===== config.mk =====
export PLATFORM = sky130hd
export DESIGN_NAME = cppc_power_ctrl
export DESIGN_NICKNAME = d
export VERILOG_FILES = /design/src/common/cppc_pkg.sv /design/src/verilog/cppc_pin_cell.sv /design/src/verilog/cppc_power_ctrl.sv
export SDC_FILE = /design/constraint.sdc
export NUM_CORES = 1
export LEC_CHECK = 0
export BUFFER_PORTS_ARGS = -buffer_cell sky130_fd_sc_hd__buf_4
export CORE_UTILIZATION = 49
export DETAILED_ROUTE_END_ITERATION = 8
export HOLD_SLACK_MARGIN = 0.12
export PLACE_DENSITY = 0.8
export RECOVER_POWER = 50
export SYNTH_ARGS = -nofsm -noshare
export SYNTH_HDL_FRONTEND = slang
export SYNTH_SLANG_ARGS = --single-unit

===== constraint.sdc =====
create_clock -name core_clk_i -period 2.35 [get_ports core_clk_i]
set_input_delay 0.3525 -clock core_clk_i [delete_from_list [all_inputs] [get_ports core_clk_i]]
set_output_delay 0.3525 -clock core_clk_i [all_outputs]
set_load 0.01 [all_outputs]

===== src/common/cppc_pkg.sv =====
// Constants and types shared by the power and protection control block
package cppc_pkg;

   // ****************************************************************
   // Sizes and counts
   // ****************************************************************
   localparam int unsigned PIN_COUNT     = 16;
   localparam int unsigned ISP_PIN_COUNT = 4;
   localparam int unsigned SIG_WIDTH     = 16;
   localparam int unsigned CLK_PERIOD_NS = 4;
   // Idle time before automatic standby, in ns, and derived cycles
   localparam int unsigned IDLE_TIME_NS  = 64;
   localparam int unsigned IDLE_CYCLES   =
      (IDLE_TIME_NS + CLK_PERIOD_NS - 1) / CLK_PERIOD_NS;
   // Power-up reset delay before registers release
   localparam int unsigned RST_DELAY_NS  = 40;
   localparam int unsigned RST_CYCLES    =
      (RST_DELAY_NS + CLK_PERIOD_NS - 1) / CLK_PERIOD_NS;
   localparam logic [7:0]  CNT_ZERO      = 8'h00;
   localparam logic        REG_RESET_VAL = 1'b0;
   localparam logic        SLEW_SLOW     = 1'b0;

   // ****************************************************************
   // Operating states
   // ****************************************************************
   typedef enum logic [2:0] {
      ST_INIT,
      ST_RUN,
      ST_STANDBY,
      ST_SLEEP,
      ST_PROG,
      ST_LOCKED
   } cppc_state_e;

endpackage : cppc_pkg


===== src/verilog/cppc_pin_cell.sv =====
// One pin cell: keeper, high-Z lock, slew select and frozen output
`timescale 1ns/10ps
module cppc_pin_cell
(
   // Clock and reset
   input  wire logic core_clk_i,
   input  wire logic rst_i,
   // Control
   input  wire logic freeze_i,
   input  wire logic lock_i,
   input  wire logic keeper_en_i,
   input  wire logic fast_slew_i,
   input  wire logic pin_usable_i,
   // Core side
   input  wire logic core_out_i,
   input  wire logic core_oe_i,
   // Pad side
   input  wire logic pad_in_i,
   input  wire logic pad_driven_i,
   output logic      pad_out_o,
   output logic      pad_oe_n_o,
   output logic      pad_fast_o,
   output logic      pad_level_o
);
   logic out_r,  out_nxt;
   logic oe_n_r, oe_n_nxt;
   logic keep_r, keep_nxt;
   logic fast_r, fast_nxt;
   logic level_r, level_nxt;

   always_comb
   begin
      out_nxt  = out_r;
      oe_n_nxt = oe_n_r;
      keep_nxt = keep_r;
      fast_nxt = fast_r;
      if (lock_i)
      begin
         oe_n_nxt = 1'b1;
      end
      else if (!freeze_i)
      begin
         out_nxt  = core_out_i;
         oe_n_nxt = !(core_oe_i && pin_usable_i);
         fast_nxt = fast_slew_i;
      end
      // Keeper tracks only while the pad is actually driven
      if (pad_driven_i)
      begin
         keep_nxt = pad_in_i;
      end
      // Level seen at the pad: driven, kept, or low when keeper off
      level_nxt = pad_driven_i ? pad_in_i
                : (keeper_en_i ? keep_r : 1'b0);
   end

   always_ff @(posedge core_clk_i)
   begin
      if (rst_i)
      begin
         out_r  <= cppc_pkg::REG_RESET_VAL;
         oe_n_r <= 1'b1;
         keep_r <= cppc_pkg::REG_RESET_VAL;
         fast_r <= cppc_pkg::SLEW_SLOW;
         level_r <= cppc_pkg::REG_RESET_VAL;
      end
      else
      begin
         out_r  <= out_nxt;
         oe_n_r <= oe_n_nxt;
         keep_r <= keep_nxt;
         fast_r <= fast_nxt;
         level_r <= level_nxt;
      end
   end

   // Outputs straight from flip-flops
   always_comb
   begin
      pad_out_o   = out_r;
      pad_oe_n_o  = oe_n_r;
      pad_fast_o  = fast_r;
      pad_level_o = level_r;
   end

endmodule : cppc_pin_cell


===== src/verilog/cppc_power_ctrl.sv =====
// Power-down, standby, reset and programming protection control
`timescale 1ns/10ps
module cppc_power_ctrl
#(
   parameter int unsigned PINS = cppc_pkg::PIN_COUNT,
   parameter int unsigned ISPN = cppc_pkg::ISP_PIN_COUNT,
   parameter int unsigned SIGW = cppc_pkg::SIG_WIDTH
)
(
   // Clock and reset
   input  wire logic            core_clk_i,
   input  wire logic            rst_i,
   // Configuration options
   input  wire logic            pd_enable_i,
   input  wire logic            keeper_en_i,
   input  wire logic            auto_standby_en_i,
   input  wire logic            isp_disable_i,
   input  wire logic            security_fuse_i,
   input  wire logic [PINS-1:0] fast_slew_i,
   input  wire logic [PINS-1:0] mc_reduced_pwr_i,
   input  wire logic [SIGW-1:0] user_sig_i,
   input  wire logic [PINS-1:0] pattern_i,
   // Sleep request pins
   input  wire logic            sleep_request_pin_a,
   input  wire logic            sleep_request_pin_b,
   // Programming control
   input  wire logic            prog_start_i,
   input  wire logic            prog_done_i,
   input  wire logic            prog_abort_i,
   input  wire logic            erase_i,
   input  wire logic            verify_req_i,
   input  wire logic            sig_req_i,
   // Core logic
   input  wire logic [PINS-1:0] core_next_i,
   input  wire logic [PINS-1:0] core_oe_i,
   // Pads
   input  wire logic [PINS-1:0] pad_in_i,
   input  wire logic [PINS-1:0] pad_driven_i,
   input  wire logic [ISPN-1:0] isp_pad_in_i,
   // Outputs
   output logic [PINS-1:0]      pad_out_o,
   output logic [PINS-1:0]      pad_oe_n_o,
   output logic [PINS-1:0]      pad_fast_o,
   output logic [PINS-1:0]      pad_level_o,
   output logic [PINS-1:0]      core_state_o,
   output logic [PINS-1:0]      mc_active_o,
   output logic [ISPN-1:0]      isp_gpio_o,
   output logic [SIGW-1:0]      read_data_o,
   output logic                 read_valid_o,
   output logic                 read_refused_o,
   output logic                 sleeping_o,
   output logic                 standby_o,
   output logic                 locked_o,
   output logic                 erased_o
);

   // ****************************************************************
   // State
   // ****************************************************************
   cppc_pkg::cppc_state_e state_r, state_nxt;
   logic [7:0]      cnt_r,    cnt_nxt;
   logic [PINS-1:0] core_r,   core_nxt;
   logic [PINS-1:0] mc_r,     mc_nxt;
   logic [PINS-1:0] pin_q_r,  pin_q_nxt;
   logic [ISPN-1:0] isp_r,    isp_nxt;
   logic [SIGW-1:0] rd_r,     rd_nxt;
   logic            rdv_r,    rdv_nxt;
   logic            rdx_r,    rdx_nxt;
   logic            erased_r, erased_nxt;
   logic            sleep_r,  sleep_nxt;
   logic            stby_r,   stby_nxt;
   logic            lock_r,   lock_nxt;
   logic            sleep_req;
   logic            activity;
   logic            freeze;
   logic            lock;

   // Pads stay frozen in init and sleep; lock releases on reset or on prog_start_i
   assign sleep_req = pd_enable_i
                    && (sleep_request_pin_a || sleep_request_pin_b);
   assign activity  = (pad_in_i != pin_q_r);
   assign freeze    = (state_r == cppc_pkg::ST_SLEEP)
                   || (state_r == cppc_pkg::ST_INIT);
   assign lock      = (state_r == cppc_pkg::ST_LOCKED);

   // ****************************************************************
   // Next-state logic
   // ****************************************************************
   always_comb
   begin
      state_nxt  = state_r;
      cnt_nxt    = cnt_r;
      core_nxt   = core_r;
      mc_nxt     = mc_r;
      pin_q_nxt  = pin_q_r;
      isp_nxt    = isp_r;
      rd_nxt     = rd_r;
      rdv_nxt    = 1'b0;
      rdx_nxt    = 1'b0;
      erased_nxt = erased_r;
      case (state_r)
         cppc_pkg::ST_INIT:
         begin
            // Core state held low for the reset delay
            if (cnt_r == 8'(cppc_pkg::RST_CYCLES - 1))
            begin
               state_nxt = cppc_pkg::ST_RUN;
               cnt_nxt   = cppc_pkg::CNT_ZERO;
            end
            else
            begin
               cnt_nxt = cnt_r + 8'h01;
            end
         end
         cppc_pkg::ST_RUN, cppc_pkg::ST_STANDBY:
         begin
            pin_q_nxt = pad_in_i;
            mc_nxt    = ~mc_reduced_pwr_i;
            core_nxt  = core_next_i & ~mc_reduced_pwr_i;
            if (!isp_disable_i)
            begin
               isp_nxt = '0;
            end
            else
            begin
               isp_nxt = isp_pad_in_i;
            end
            if (sleep_req)
            begin
               state_nxt = cppc_pkg::ST_SLEEP;
               core_nxt  = core_r;
            end
            else if (prog_start_i)
            begin
               state_nxt = cppc_pkg::ST_PROG;
            end
            else if (activity || !auto_standby_en_i)
            begin
               state_nxt = cppc_pkg::ST_RUN;
               cnt_nxt   = cppc_pkg::CNT_ZERO;
            end
            else if (cnt_r == 8'(cppc_pkg::IDLE_CYCLES - 1))
            begin
               state_nxt = cppc_pkg::ST_STANDBY;
            end
            else
            begin
               cnt_nxt = cnt_r + 8'h01;
            end
            if (verify_req_i)
            begin
               rdv_nxt = !security_fuse_i;
               rdx_nxt = security_fuse_i;
               rd_nxt  = security_fuse_i ? '0 : SIGW'(pattern_i);
            end
            else if (sig_req_i)
            begin
               rdv_nxt = 1'b1;
               rd_nxt  = user_sig_i;
            end
         end
         cppc_pkg::ST_SLEEP:
         begin
            // Pin changes ignored; resume from latched core state
            if (!sleep_req)
            begin
               state_nxt = cppc_pkg::ST_RUN;
               cnt_nxt   = cppc_pkg::CNT_ZERO;
               pin_q_nxt = pad_in_i;
            end
         end
         cppc_pkg::ST_PROG:
         begin
            if (erase_i)
            begin
               erased_nxt = 1'b1;
            end
            if (prog_abort_i)
            begin
               state_nxt = cppc_pkg::ST_LOCKED;
            end
            else if (prog_done_i)
            begin
               state_nxt  = cppc_pkg::ST_INIT;
               erased_nxt = 1'b0;
               cnt_nxt    = cppc_pkg::CNT_ZERO;
               core_nxt   = '0;
            end
         end
         cppc_pkg::ST_LOCKED:
         begin
            if (prog_start_i)
            begin
               state_nxt = cppc_pkg::ST_PROG;
            end
         end
         default:
         begin
            state_nxt = cppc_pkg::ST_INIT;
         end
      endcase
      sleep_nxt = (state_nxt == cppc_pkg::ST_SLEEP);
      stby_nxt  = (state_nxt == cppc_pkg::ST_STANDBY);
      lock_nxt  = (state_nxt == cppc_pkg::ST_LOCKED);
   end

   always_ff @(posedge core_clk_i)
   begin
      if (rst_i)
      begin
         state_r  <= cppc_pkg::ST_INIT;
         cnt_r    <= cppc_pkg::CNT_ZERO;
         core_r   <= '0;
         mc_r     <= '0;
         pin_q_r  <= '0;
         isp_r    <= '0;
         rd_r     <= '0;
         rdv_r    <= 1'b0;
         rdx_r    <= 1'b0;
         erased_r <= 1'b1;
         sleep_r  <= 1'b0;
         stby_r   <= 1'b0;
         lock_r   <= 1'b0;
      end
      else
      begin
         state_r  <= state_nxt;
         cnt_r    <= cnt_nxt;
         core_r   <= core_nxt;
         mc_r     <= mc_nxt;
         pin_q_r  <= pin_q_nxt;
         isp_r    <= isp_nxt;
         rd_r     <= rd_nxt;
         rdv_r    <= rdv_nxt;
         rdx_r    <= rdx_nxt;
         erased_r <= erased_nxt;
         sleep_r  <= sleep_nxt;
         stby_r   <= stby_nxt;
         lock_r   <= lock_nxt;
      end
   end

   // ****************************************************************
   // Pin cells
   // ****************************************************************
   for (genvar g = 0; g < PINS; g++)
   begin : g_pin
      cppc_pin_cell u_cell
      (
         .core_clk_i   (core_clk_i),
         .rst_i        (rst_i),
         .freeze_i     (freeze || state_r == cppc_pkg::ST_PROG),
         .lock_i       (lock),
         .keeper_en_i  (keeper_en_i),
         .fast_slew_i  (fast_slew_i[g]),
         // Pins 0 and 1 serve as sleep requests when enabled
         .pin_usable_i (!(pd_enable_i && g < 2)),
         .core_out_i   (core_r[g]),
         .core_oe_i    (core_oe_i[g]),
         .pad_in_i     (pad_in_i[g]),
         .pad_driven_i (pad_driven_i[g]),
         .pad_out_o    (pad_out_o[g]),
         .pad_oe_n_o   (pad_oe_n_o[g]),
         .pad_fast_o   (pad_fast_o[g]),
         .pad_level_o  (pad_level_o[g])
      );
   end

   always_comb
   begin
      core_state_o   = core_r;
      mc_active_o    = mc_r;
      isp_gpio_o     = isp_r;
      read_data_o    = rd_r;
      read_valid_o   = rdv_r;
      read_refused_o = rdx_r;
      sleeping_o     = sleep_r;
      standby_o      = stby_r;
      locked_o       = lock_r;
      erased_o       = erased_r;
   end
endmodule : cppc_power_ctrl

==> run metrics <==
register share of total power=47.6%; area grow syn2layout=27.5%; Global Route Usage Sum=23.8%; PwrDens=between 600 and 700 nW/um^2; Final Critical Period=2.05 ns; DP HPWL=about 13000 um; switching pwr=approximately 1.4 mW; first-pass GRT wire length=27500 um; Worst-path clk slew=0.06 ns; status=complete, no violations; sw frac=23.3%; Cells after Synth=800; nets=approximately 1100; Req. time, crit path=~2.7 ns; Total Routed Length=17800 um; 1st-iter DRT viols=332; flops & latches, synth=~170; CTS tree=built; Clk pwr share=43.6%; Period Utilization, post-route=87.1%; total die area=14800 um^2; fin util=64.1%; Vias=approximately 6100; most frequent cells in the layout=168 x buf_4, 165 x dfxtp_1, 113 x clkbuf_1, 110 x nand2_1, 90 x a21oi_1; wire per inst=15.0 um; # setup viols final=0; clk root buf=clkbuf_16; vias per cell=5.13; relative slew slack=19.6%; asr flop ratio synth=0%; CTS Buf Count=17; largest net degree at the start of global routing=75; CTS H-Tree Depth=4; crit path max fanout=32; GP Congestion=0.832; internal power=4.63 mW; hold_sp=core_oe_i[7]; final antenna-violating net count=0; register area share after synthesis=between 40% and 50%; share of post-route cells with drive strength above 1=21.7%; Comb pwr share=8.8%; ant diodes=0; Worst-Skew Late Latency=0.42 ns; RSZ-0062 raised after global routing=false; critical path arrival=2.36 ns; CP Launch Type=flip-flop; clk sinks=around 170; YS warnings=0; Post-Syn Area=7000 um^2; critical path class=reg2reg; cell taking the most area after synthesis=dfxtp_1; max-slew violations=0; DRC=0; skew final=0.00540 ns; post-synth top area share=47.2%; synth unique cells=52; postcts setup bufs=0; CP startpoint=state_r[1]$_SDFF_PP0_; syn_area_per_cell=roughly 8.8 um^2; port bufs=268; max cap viols=0; first-pass detailed-route iteration total=5; Final Hold Viols=0; Worst VDD drop=0.473 mV; floorplan die width=approximately 120 um; Worst-Margin Slew=1.21 ns; starting density of the core=roughly 50%; main area contributors after synthesis=dfxtp_1 47%, buf_4 8.7%, a21oi_1 6.5%; Site Rows=43; number of flops mapped to enable cells by yosys=0; vias in the first global route=5750; initial antenna violation count=0; setup_tns=0 ns; WHS=0.144 ns; Main synth FF type=dfxtp_1; GRT overflow=0; critical path endpoint category=flip-flop; Vert. Die Dim=122 um; syn nets=949; io pins=between 200 and 300; reg2reg start=state_r[1]$_SDFF_PP0_; HP Class=in2reg; commonest non-fill, non-tap cell in the layout=buf_4; LEAKAGE=3.59 nW; FMAX=0.489 GHz; clock tree buffer depth=2; Placeable Area=13900 um^2
-- cell usage after synthesis (3+ instances only) --
library cell and n:
nor3b_1 3, buf_2 8, buf_1 4, clkbuf_1 34
inv_1 4, nor2_2 3, nand4b_1 16, mux2i_1 32
a31oi_1 3, nand2_1 110, nor4_1 3, nor2_1 78
o21ai_0 7, buf_4 81, nand2b_1 4, nand3_1 7
xor2_1 5, dfxtp_1 165, xnor2_1 18, nor3_1 22
a21o_1 3, a21oi_1 91, nor2b_1 18, nand4_1 3
a211oi_1 32, o211ai_1 14
-- worst paths after layout --
path	end	slack, ns	depth (start not counted)
worst max-delay path	mc_active_o[11]$_SDFFE_PP0N_	0.30	5
worst min-delay path	g_pin[7].u_cell.pad_oe_n_o$_SDFFE_PP1N_	0.14	2
worst max register to register	mc_active_o[11]$_SDFFE_PP0N_	0.30	5
worst min register to register	isp_gpio_o[0]$_SDFFE_PP0N_	0.45	2
-- layer usage --
layer / global-route usage, % / vias to the layer above / part of all wire, %
met5: 0 / - / 0
met4: 9.88 / 0 / 2.1
met3: 7.30 / 26 / 8.6
met2: 40.7 / 236 / 48
met1: 27.5 / 2764 / 41
li1: - / 3046 / -
-- metrics by stage --
step                setup WS [ns]  area [um^2]  total power, mW  std cells
floorplan                   0.585         7000             3.18        800
global placement            0.298         8630             3.46       1137
detailed placement          0.276         8630             3.47       1137
CTS                         0.286         9340             6.12       1183
global route                0.101         8930             6.28       1184
finish                      0.304         8930             6.04       1184
-- cells by family after synthesis --
kind of cell	Yosys count	synth area share, %
flops	165	47.2
simple gates	278	18.6
mux	33	4.79
compound gates	168	14.7
fa+ha+maj	2	0.357
buf+inv	131	11.5
xor+xnor	23	2.88
-- critical path, cell delays in order (launching register included) --
cell      delay, ns
dfxtp_1        0.62
nand2b_1       0.27
a21oi_4        0.32
buf_4          0.36
nor2_1         0.11
a211oi_1       0.26
-- cell type report --
type	count	area [um^2]
clock buffers	19	443
fillers	1264	5010
well taps	180	225
repair buffers	299	1900
multi-input cells	504	2920
flip-flops and latches	165	3300
clock inverters	13	124
inverters	4	15.0
-- registers in the layout, summed over array words and instances, names as in the netlist, 3 cells and up --
register                  count
pin_q_r                      16
core_state_o                 16
read_data_o                  16
mc_active_o                  16
g_pin.u_cell.pad_level_o     16
cnt_r                         8
isp_gpio_o                    4
g_pin.u_cell.pad_fast_o      16
g_pin.u_cell.keep_r          16
state_r                       3
g_pin.u_cell.pad_oe_n_o      16
g_pin.u_cell.pad_out_o       16
-- power groups by stage --
stage	clock network [mW]	logic, mW	registers, mW
after floorplan	0	0.246	2.93
after global placement	0	0.524	2.94
after detailed placement	0	0.529	2.94
after CTS	2.70	0.550	2.88
after global routing	2.82	0.579	2.88
final	2.63	0.530	2.88
-- repair_timing --
item,4_1_cts,5_1_grt
hold buffers,14,1
hold endpoints to repair,14,1
endpoints found under the setup margin,0,0
resized for setup,0,0
Power figures use the tool's default switching activity.
